### src/fdr_pkg.sv
// Register map, field layout, reset values and timing of the flash driver bank
package fdr_pkg;
  // ==========================================================
  // Register offsets
  localparam logic [3:0] ADDR_ID    = 4'h0;
  localparam logic [3:0] ADDR_CUR   = 4'h1;
  localparam logic [3:0] ADDR_TXM   = 4'h3;
  localparam logic [3:0] ADDR_LOWV  = 4'h4;
  localparam logic [3:0] ADDR_FTIM  = 4'h5;
  localparam logic [3:0] ADDR_CTRL  = 4'h6;
  localparam logic [3:0] ADDR_STRB  = 4'h7;
  localparam logic [3:0] ADDR_FAULT = 4'h8;
  localparam logic [3:0] ADDR_PWM   = 4'h9;
  localparam logic [3:0] ADDR_MIN   = 4'hE;
  localparam logic [3:0] ADDR_ACT   = 4'hF;
  // ==========================================================
  // Reset values
  localparam logic [7:0] RST_CUR   = 8'h9C;
  localparam logic [7:0] RST_TXM   = 8'h68;
  localparam logic [7:0] RST_LOWV  = 8'h2C;
  localparam logic [7:0] RST_FTIM  = 8'h23;
  localparam logic [7:0] RST_CTRL  = 8'h00;
  localparam logic [7:0] RST_STRB  = 8'hC0;
  localparam logic [7:0] RST_FAULT = 8'h00;
  localparam logic [7:0] RST_PWM   = 8'h00;
  localparam logic [7:0] RST_MIN   = 8'h00;
  localparam logic [7:0] RST_ACT   = 8'h00;
  // ==========================================================
  // Implemented bits of each register
  localparam logic [7:0] MASK_FULL  = 8'hFF;
  localparam logic [7:0] MASK_CTRL  = 8'h0B;
  localparam logic [7:0] MASK_STRB  = 8'hC0;
  localparam logic [7:0] MASK_FAULT = 8'hF9;
  localparam logic [7:0] MASK_PWM   = 8'h07;
  // ==========================================================
  // Field positions
  localparam int BIT_CONSTV    = 7;
  localparam int BIT_OUT_ON    = 3;
  localparam int BIT_FREQ_SW   = 2;
  localparam int BIT_STRB_ON   = 7;
  localparam int BIT_STRB_TYPE = 6;
  localparam int BIT_FLT_UVLO  = 0;
  localparam int MODE_LSB      = 0;
  localparam int DUTY_LSB      = 0;
  localparam logic [7:0] CUR_NOSKIP_MIN = 8'h40;
  // ==========================================================
  // Timing
  localparam int CLK_HZ       = 100_000_000;
  localparam int PWM_FREQ_HZ  = 31_250;
  localparam int PWM_STEPS    = 16;
  localparam int PWM_SLOT_CYC = CLK_HZ / (PWM_FREQ_HZ * PWM_STEPS);
  // ==========================================================
  // Operating modes
  typedef enum logic [1:0] {
    MODE_OFF    = 2'b00,
    MODE_IND    = 2'b01,
    MODE_ASSIST = 2'b11,
    MODE_FLASH  = 2'b10
  } fdr_mode_t;
endpackage : fdr_pkg

### src/fdr_ctrl_if.sv
// Control signals shared between the register bank and its output stages
`timescale 1ns/100ps
interface fdr_ctrl_if;
  fdr_pkg::fdr_mode_t mode;
  logic [1:0]         duty;
  logic               freq_sw;
  logic [7:0]         current;
  logic               sink_en;
  logic               pwm_on;
  logic               skip_dis;
  modport bank (output mode, duty, freq_sw, current, sink_en, input pwm_on, skip_dis);
  modport pwm  (input mode, duty, sink_en, output pwm_on);
  modport conv (input mode, freq_sw, current, sink_en, output skip_dis);
endinterface : fdr_ctrl_if

### src/fdr_pwm.sv
// Indicator PWM generator, 16 slots per period
`timescale 1ns/100ps
module fdr_pwm #(
  parameter int SLOT_CYC = fdr_pkg::PWM_SLOT_CYC
) (
  input  wire logic i_clk_sys,
  input  wire logic i_reset,
  fdr_ctrl_if.pwm   ctl
);
  if (SLOT_CYC < 1 || SLOT_CYC > 65535) begin : g_bad_slot
    $error("SLOT_CYC out of range");
  end

  logic [15:0] slot_cnt_reg;
  logic [3:0]  step_reg;
  logic        pwm_on_reg;
  logic        tick;

  assign tick       = (slot_cnt_reg == 16'(SLOT_CYC - 1));
  assign ctl.pwm_on = pwm_on_reg;

  always_ff @(posedge i_clk_sys) begin
    if (i_reset || tick) begin
      slot_cnt_reg <= 16'h0000;
    end else begin
      slot_cnt_reg <= slot_cnt_reg + 16'h0001;
    end
  end

  always_ff @(posedge i_clk_sys) begin
    if (i_reset) begin
      step_reg <= 4'h0;
    end else if (tick) begin
      step_reg <= step_reg + 4'h1;
    end
  end

  always_ff @(posedge i_clk_sys) begin
    if (i_reset) begin
      pwm_on_reg <= 1'b0;
    end else begin
      pwm_on_reg <= ctl.sink_en && (ctl.mode == fdr_pkg::MODE_IND) &&
                    (step_reg <= {2'b00, ctl.duty});
    end
  end
endmodule : fdr_pwm

### src/fdr_conv.sv
// Converter pulse-skip control
`timescale 1ns/100ps
module fdr_conv (
  input  wire logic i_clk_sys,
  input  wire logic i_reset,
  fdr_ctrl_if.conv  ctl
);
  logic skip_dis_reg;
  logic hi_mode;

  assign hi_mode      = (ctl.mode == fdr_pkg::MODE_FLASH) || (ctl.mode == fdr_pkg::MODE_ASSIST);
  assign ctl.skip_dis = skip_dis_reg;

  // pulse-skip only off at high current
  always_ff @(posedge i_clk_sys) begin
    if (i_reset) begin
      skip_dis_reg <= 1'b0;
    end else begin
      skip_dis_reg <= ctl.sink_en && ctl.freq_sw && hi_mode &&
                      (ctl.current >= fdr_pkg::CUR_NOSKIP_MIN);
    end
  end
endmodule : fdr_conv

### src/fdr_regs.sv
// Register bank of the two-sink flash driver with status and PWM control
`timescale 1ns/100ps
// Summary of operation
// - Fault bits return captured value on read, then clear themselves.
// - Indicator mode pulses sinks at 31.25kHz with duty (code+1)/16.
// - Switch bit clear allows pulse-skip in every mode.
// - Switch bit set, sinks enabled, flash/assist, current 40h up: pulse-skip off.
// - Indicator operation always uses pulse-skip.
// - Minimum-current report holds lowest undervoltage-reduced current since the latest cycle start.
// - Minimum report loads only on real undervoltage reduction, else zero.
// - Actual-current report shows currently applied sink current.
// - Constant-voltage mode holds sinks off and blocks all requests.
// - Strobe type bit selects edge or level sensing.
module fdr_regs #(
  parameter logic [7:0] CHIP_ID  = 8'hA5, // Arbitrary identity value
  parameter int         SLOT_CYC = fdr_pkg::PWM_SLOT_CYC
) (
  input  wire logic       i_clk_sys,
  input  wire logic       i_reset,
  input  wire logic [3:0] i_reg_addr,
  input  wire logic       i_reg_wr,
  input  wire logic       i_reg_rd,
  input  wire logic [7:0] i_reg_wdata,
  output logic      [7:0] o_reg_rdata,
  input  wire logic [7:0] i_fault_set,
  input  wire logic       i_cycle_start,
  input  wire logic       i_uv_reduce,
  input  wire logic [7:0] i_uv_current,
  input  wire logic [7:0] i_actual_current,
  input  wire logic       i_strobe,
  output logic            o_strobe_req,
  output logic            o_sink_enable,
  output logic            o_sink_on,
  output logic            o_pulse_skip_dis,
  output logic      [1:0] o_mode,
  output logic      [7:0] o_led_current,
  output logic      [7:0] o_txmask_cfg,
  output logic      [7:0] o_low_voltage_cfg,
  output logic      [7:0] o_flash_timer_cfg
);
  // ==========================================================
  // Storage
  logic [7:0] cur_reg;
  logic [7:0] txm_reg;
  logic [7:0] lowv_reg;
  logic [7:0] ftim_reg;
  logic [7:0] ctrl_reg;
  logic [7:0] strb_reg;
  logic [7:0] pwm_reg;
  logic [7:0] fault_reg;
  logic [7:0] fault_next;
  logic [7:0] min_reg;
  logic       min_seen_reg;
  logic [7:0] act_reg;
  logic [7:0] rdata_reg;
  logic       strobe_prev_reg;
  logic       strobe_req_reg;
  logic [7:0] fault_in;
  logic       const_v;
  logic       rd_fault;

  fdr_ctrl_if ctl ();

  // Write mask for each address; zero where not writable
  function automatic logic [7:0] wr_mask(input logic [3:0] a);
    case (a)
      fdr_pkg::ADDR_CUR, fdr_pkg::ADDR_TXM,
      fdr_pkg::ADDR_LOWV, fdr_pkg::ADDR_FTIM: wr_mask = fdr_pkg::MASK_FULL;
      fdr_pkg::ADDR_CTRL: wr_mask = fdr_pkg::MASK_CTRL;
      fdr_pkg::ADDR_STRB: wr_mask = fdr_pkg::MASK_STRB;
      fdr_pkg::ADDR_PWM:  wr_mask = fdr_pkg::MASK_PWM;
      default:            wr_mask = 8'h00;
    endcase
  endfunction : wr_mask

  // ==========================================================
  // Host writes
  // masked writes, read-only ignored
  always_ff @(posedge i_clk_sys) begin
    if (i_reset) begin
      cur_reg  <= fdr_pkg::RST_CUR;
      txm_reg  <= fdr_pkg::RST_TXM;
      lowv_reg <= fdr_pkg::RST_LOWV;
      ftim_reg <= fdr_pkg::RST_FTIM;
      ctrl_reg <= fdr_pkg::RST_CTRL;
      strb_reg <= fdr_pkg::RST_STRB;
      pwm_reg  <= fdr_pkg::RST_PWM;
    end else if (i_reg_wr) begin
      case (i_reg_addr)
        fdr_pkg::ADDR_CUR:  cur_reg  <= i_reg_wdata;
        fdr_pkg::ADDR_TXM:  txm_reg  <= i_reg_wdata;
        fdr_pkg::ADDR_LOWV: lowv_reg <= i_reg_wdata;
        fdr_pkg::ADDR_FTIM: ftim_reg <= i_reg_wdata;
        fdr_pkg::ADDR_CTRL: ctrl_reg <= i_reg_wdata & wr_mask(i_reg_addr);
        fdr_pkg::ADDR_STRB: strb_reg <= i_reg_wdata & wr_mask(i_reg_addr);
        fdr_pkg::ADDR_PWM:  pwm_reg  <= i_reg_wdata & wr_mask(i_reg_addr);
        default: ;
      endcase
    end
  end

  // ==========================================================
  // Host reads
  always_ff @(posedge i_clk_sys) begin
    if (i_reset) begin
      rdata_reg <= 8'h00;
    end else if (i_reg_rd) begin
      case (i_reg_addr)
        fdr_pkg::ADDR_ID:    rdata_reg <= CHIP_ID;
        fdr_pkg::ADDR_CUR:   rdata_reg <= cur_reg;
        fdr_pkg::ADDR_TXM:   rdata_reg <= txm_reg;
        fdr_pkg::ADDR_LOWV:  rdata_reg <= lowv_reg;
        fdr_pkg::ADDR_FTIM:  rdata_reg <= ftim_reg;
        fdr_pkg::ADDR_CTRL:  rdata_reg <= ctrl_reg;
        fdr_pkg::ADDR_STRB:  rdata_reg <= strb_reg;
        fdr_pkg::ADDR_FAULT: rdata_reg <= fault_reg;
        fdr_pkg::ADDR_PWM:   rdata_reg <= pwm_reg;
        fdr_pkg::ADDR_MIN:   rdata_reg <= min_reg;
        fdr_pkg::ADDR_ACT:   rdata_reg <= act_reg;
        default:             rdata_reg <= 8'h00;
      endcase
    end
  end

  assign o_reg_rdata = rdata_reg;

  // ==========================================================
  // Fault flags
  assign rd_fault = i_reg_rd && (i_reg_addr == fdr_pkg::ADDR_FAULT);
  assign fault_in = (i_fault_set | {7'h00, i_uv_reduce}) & fdr_pkg::MASK_FAULT;

  // clear after read, new events win
  always_comb begin
    fault_next = fault_reg;
    if (rd_fault) begin
      fault_next = 8'h00;
    end
    fault_next = fault_next | fault_in;
  end

  always_ff @(posedge i_clk_sys) begin
    if (i_reset) begin
      fault_reg <= fdr_pkg::RST_FAULT;
    end else begin
      fault_reg <= fault_next;
    end
  end

  // ==========================================================
  // Current reports
  // lowest reduced current, zero if none
  always_ff @(posedge i_clk_sys) begin
    if (i_reset) begin
      min_reg      <= fdr_pkg::RST_MIN;
      min_seen_reg <= 1'b0;
    end else if (i_uv_reduce) begin
      min_seen_reg <= 1'b1;
      if (i_cycle_start || !min_seen_reg || i_uv_current < min_reg) begin
        min_reg <= i_uv_current;
      end
    end else if (i_cycle_start) begin
      min_reg      <= fdr_pkg::RST_MIN;
      min_seen_reg <= 1'b0;
    end
  end

  always_ff @(posedge i_clk_sys) begin
    if (i_reset) begin
      act_reg <= fdr_pkg::RST_ACT;
    end else begin
      act_reg <= i_actual_current;
    end
  end

  // ==========================================================
  // Strobe sensing
  assign const_v = lowv_reg[fdr_pkg::BIT_CONSTV];

  always_ff @(posedge i_clk_sys) begin
    if (i_reset) begin
      strobe_prev_reg <= 1'b0;
    end else begin
      strobe_prev_reg <= i_strobe;
    end
  end

  // edge or level, blocked in constant-voltage mode
  always_ff @(posedge i_clk_sys) begin
    if (i_reset) begin
      strobe_req_reg <= 1'b0;
    end else if (!strb_reg[fdr_pkg::BIT_STRB_ON] || const_v) begin
      strobe_req_reg <= 1'b0;
    end else if (strb_reg[fdr_pkg::BIT_STRB_TYPE]) begin
      strobe_req_reg <= i_strobe;
    end else begin
      strobe_req_reg <= i_strobe && !strobe_prev_reg;
    end
  end

  assign o_strobe_req = strobe_req_reg;

  // ==========================================================
  // Output stages
  assign ctl.mode    = fdr_pkg::fdr_mode_t'(ctrl_reg[fdr_pkg::MODE_LSB +: 2]);
  assign ctl.duty    = pwm_reg[fdr_pkg::DUTY_LSB +: 2];
  assign ctl.freq_sw = pwm_reg[fdr_pkg::BIT_FREQ_SW];
  assign ctl.current = cur_reg;
  assign ctl.sink_en = ctrl_reg[fdr_pkg::BIT_OUT_ON] && !const_v;

  fdr_pwm #(
    .SLOT_CYC (SLOT_CYC)
  ) u_pwm (
    .i_clk_sys (i_clk_sys),
    .i_reset   (i_reset),
    .ctl       (ctl.pwm)
  );

  fdr_conv u_conv (
    .i_clk_sys (i_clk_sys),
    .i_reset   (i_reset),
    .ctl       (ctl.conv)
  );

  // indicator mode uses PWM gate, all gated by sink enable
  assign o_sink_on = ctl.sink_en &&
                     ((ctl.mode == fdr_pkg::MODE_IND) ? ctl.pwm_on :
                      (ctl.mode != fdr_pkg::MODE_OFF));
  assign o_sink_enable     = ctl.sink_en;
  assign o_pulse_skip_dis  = ctl.skip_dis;
  assign o_mode            = ctrl_reg[fdr_pkg::MODE_LSB +: 2];
  assign o_led_current     = cur_reg;
  assign o_txmask_cfg      = txm_reg;
  assign o_low_voltage_cfg = lowv_reg;
  assign o_flash_timer_cfg = ftim_reg;
endmodule : fdr_regs

### config.mk
export PLATFORM = sky130hd
export DESIGN_NAME = fdr_regs
export DESIGN_NICKNAME = d
export VERILOG_FILES = /design/src/fdr_pkg.sv /design/src/fdr_ctrl_if.sv /design/src/fdr_pwm.sv /design/src/fdr_conv.sv /design/src/fdr_regs.sv
export SDC_FILE = /design/constraint.sdc
export NUM_CORES = 1
export LEC_CHECK = 0
export BUFFER_PORTS_ARGS = -buffer_cell sky130_fd_sc_hd__buf_2
export CELL_PAD_IN_SITES_DETAIL_PLACEMENT = 0
export CELL_PAD_IN_SITES_GLOBAL_PLACEMENT = 2
export CORE_MARGIN = 8
export CORE_UTILIZATION = 32
export DETAILED_ROUTE_END_ITERATION = 7
export HOLD_SLACK_MARGIN = 0.05
export PLACE_DENSITY = 0.83
export SKIP_LAST_GASP = 1
export SLEW_MARGIN = 5
export SYNTH_ARGS = -nofsm -noshare
export SYNTH_HDL_FRONTEND = slang
export SYNTH_SLANG_ARGS = --single-unit
### constraint.sdc
create_clock -name i_clk_sys -period 2.2 [get_ports i_clk_sys]
set_input_delay 0.44 -clock i_clk_sys [delete_from_list [all_inputs] [get_ports i_clk_sys]]
set_output_delay 0.44 -clock i_clk_sys [all_outputs]
set_load 0.1 [all_outputs]
==> impl_metrics.env <==
export IMPL_status="finished clean"
export IMPL_hpwl_mm=10.4
export IMPL_die_h_um=133
export IMPL_fin_skew_ps=5.34
export IMPL_die_w_um=133
export IMPL_drv_cap=0
export IMPL_ys_warn_count=0
export IMPL_grt_pass1_wl_mm=21.6
export IMPL_finalSetupTns_ps=0
export IMPL_ys_seq_area_share_pct=43.6
export IMPL_place_gp_congestion=0.846
export IMPL_power_mw=3.89
export IMPL_grt_pass1_vias=3970
export IMPL_ir_drop_v=0.000309
export IMPL_hold_viol=0
export IMPL_syn_area_um2=4360
export IMPL_drive_gt1_share_pct=22.8
export IMPL_core_area_um2=13300
export IMPL_dieArea_um2=17600
export IMPL_p_comb_share_pct=12.6
export IMPL_power_switching_share_pct=27.8
export IMPL_clkTransAtPathRegs_ps=70
export IMPL_synth_nets=571
export IMPL_post_place_ws_ps=77.1
export IMPL_worstSetupEndpointType="output pin"
export IMPL_clk_latency_ps=350
export IMPL_cts_hold_repair_buffers=0
export IMPL_yosysTopAreaCell="dfxtp_1"
export IMPL_ys_async_sr_fraction_pct=0
export IMPL_p_leak_nw=2.14
export IMPL_yosysMostFrequentCell="dfxtp_1"
export IMPL_tightest_slew_ps=535
export IMPL_io_pins=89
export IMPL_clock_sinks=95
export IMPL_diodes=0
export IMPL_slew_violations=0
export IMPL_cpPeakStageDelay_ps=420
export IMPL_layout_worst_path_cycle_share_pct=91.2
export IMPL_numCtsBuffers=9
export IMPL_largest_reg_flops=16
export IMPL_synth_seq_cells=95
export IMPL_drt_pass1_iter_count=5
export IMPL_vias=3964
export IMPL_power_switching_mw=1.08
export IMPL_yosys_top_cells_count="dfxtp_1 (95), nand2_1 (79), nor2_1 (49)"
export IMPL_final_setup_worst_slack_ps=193
export IMPL_ctsResizeCount=0
export IMPL_critical_path_class="reg2out"
export IMPL_min_path_type="in2reg"
export IMPL_vias_per_cell=5.02
export IMPL_finalCriticalPeriod_ps=2010
export IMPL_grt_max_degree=25
export IMPL_clock_path_buffers=2
export IMPL_cts_tree="yes"
export IMPL_avgSynthCellArea_um2=8.44
export IMPL_arrival_ps=1570
export IMPL_grt_util_all_layers_pct=15.5
export IMPL_post_cts_repair_setup_buffers=0
export IMPL_rows=42
export IMPL_synth_cells=517
export IMPL_final_nets=662
export IMPL_sequentialPowerShare_pct=46.4
export IMPL_drt_iter0_markers=296
export IMPL_synth_ff_type="dfxtp_1"
export IMPL_cts_root_buf="clkbuf_16"
export IMPL_startpoint_type="register"
export IMPL_drc=0
export IMPL_port_buffers=86
export IMPL_nFillCells=1391
export IMPL_start_util_pct=32.8
export IMPL_synthTopCellsByArea="dfxtp_1 (44%), nand2_1 (6.8%), a21oi_1 (4.7%)"
export IMPL_synth_cell_types=58
export IMPL_areaGrowthSynthToFinish_pct=22.0
export IMPL_crit_path_max_fanout=5
export IMPL_p_per_area_nw_per_um2=731
export IMPL_p_clk_share_pct=41.0
export IMPL_p_int_mw=2.81
export IMPL_relSlewSlack_pct=64.3
export IMPL_synth_edf_count=0
export IMPL_wl_per_cell_um=17.2
export IMPL_setup_violations=0
export IMPL_cp_cell_sequence="nand2b_1 > nor2_4 > buf_2"
export IMPL_synth_top_area_share_pct=43.6
export IMPL_critPathSlowestCell="buf_2"
export IMPL_fmax_ghz=0.498
export IMPL_worst_hold_slack_ps=294
export IMPL_grt_antenna_before_repair=0
export IMPL_rsz0062_at_grt="no"
export IMPL_htreeDepth=3
export IMPL_crit_required_ps=1760
export IMPL_overflow=0
export IMPL_wl_mm=13.6
export IMPL_ant_nets=0
power by group through the flow:
stage                     clock network (mW)  logic [mW]  registers, mW
after floorplan                            0       0.227           1.95
after global placement                     0       0.486           1.84
after detailed placement                   0       0.490           1.84
after CTS                               1.64       0.491           1.80
after global routing                    1.72       0.526           1.81
final                                   1.59       0.490           1.80
cell type report:
type / instances / area, µm² / area share, %
Inverter: 16 / 60.1 / 1.13
Clock inverter: 7 / 80.1 / 1.50
Tap cell: 176 / 220 / 4.14
Sequential cell: 95 / 1900 / 35.7
Multi-Input combinational cell: 380 / 2250 / 42.4
Clock buffer: 9 / 225 / 4.23
Timing Repair Buffer: 106 / 581 / 10.9
path summary, 6_finish.rpt:
check | slack [ps] | endpoint | from | cells past startpoint
min reg2reg | 450 | u_pwm.slot_cnt_reg[0] | u_pwm.slot_cnt_reg[0] | 1
max reg2reg | 220 | min_reg[0] | min_reg[6] | 7
max | 190 | o_sink_on | o_low_voltage_cfg[7] | 3
min | 290 | fault_reg[5] | i_fault_set[5] | 3
worst max-delay path: cells and delay by family, from the launching register on:
family                 cells  cell delay, ps
and+or+nand+nor            2             430
buffers and inverters      1             420
DFF                        1             360
per-layer routing:
metal	global-route usage [%]	routed length (µm)	up-vias
li1	-	-	1989
met1	19.6	6270	1844
met2	24.5	6210	111
met3	3.67	802	20
met4	7.32	318	0
met5	0	0	-
through the flow:
stage                     utilization, %  cells  cell area [µm²]
after floorplan                        -    517             4370
after global placement              37.7    773             5020
after detailed placement            37.7    773             5020
after CTS                           40.0    789             5320
after global routing                40.0    789             5320
final                               40.0    789             5320
cell usage in the layout (no fill, tap or decap), types with 3 or more instances in the layout:
cell type,instances
dfxtp_1,95
buf_2,86
nand2_1,79
nor2_1,48
a21oi_1,41
nand3_1,39
o21ai_0,28
buf_4,20
nor2b_1,16
inv_1,14
mux2i_1,12
ha_1,11
xor2_1,10
clkbuf_16,9
a22oi_1,7
xnor2_1,6
nand2b_1,5
a221oi_1,5
and3_1,4
nor3_1,4
nor2_2,4
o211ai_1,4
and2_1,4
a32o_1,4
a22o_1,4
mux2_2,4
nand4_1,3
nor4_1,3
cells by family after synthesis:
| kind of cell | synth area share, % |
|---|---|
| simple gates | 24.2 |
| compound gates | 17.2 |
| flops | 43.6 |
| buf+inv | 4.88 |
| xor+xnor | 3.21 |
| mux | 3.79 |
| fa+ha+maj | 3.16 |
Note: power is estimated with default switching activity, not from simulation.
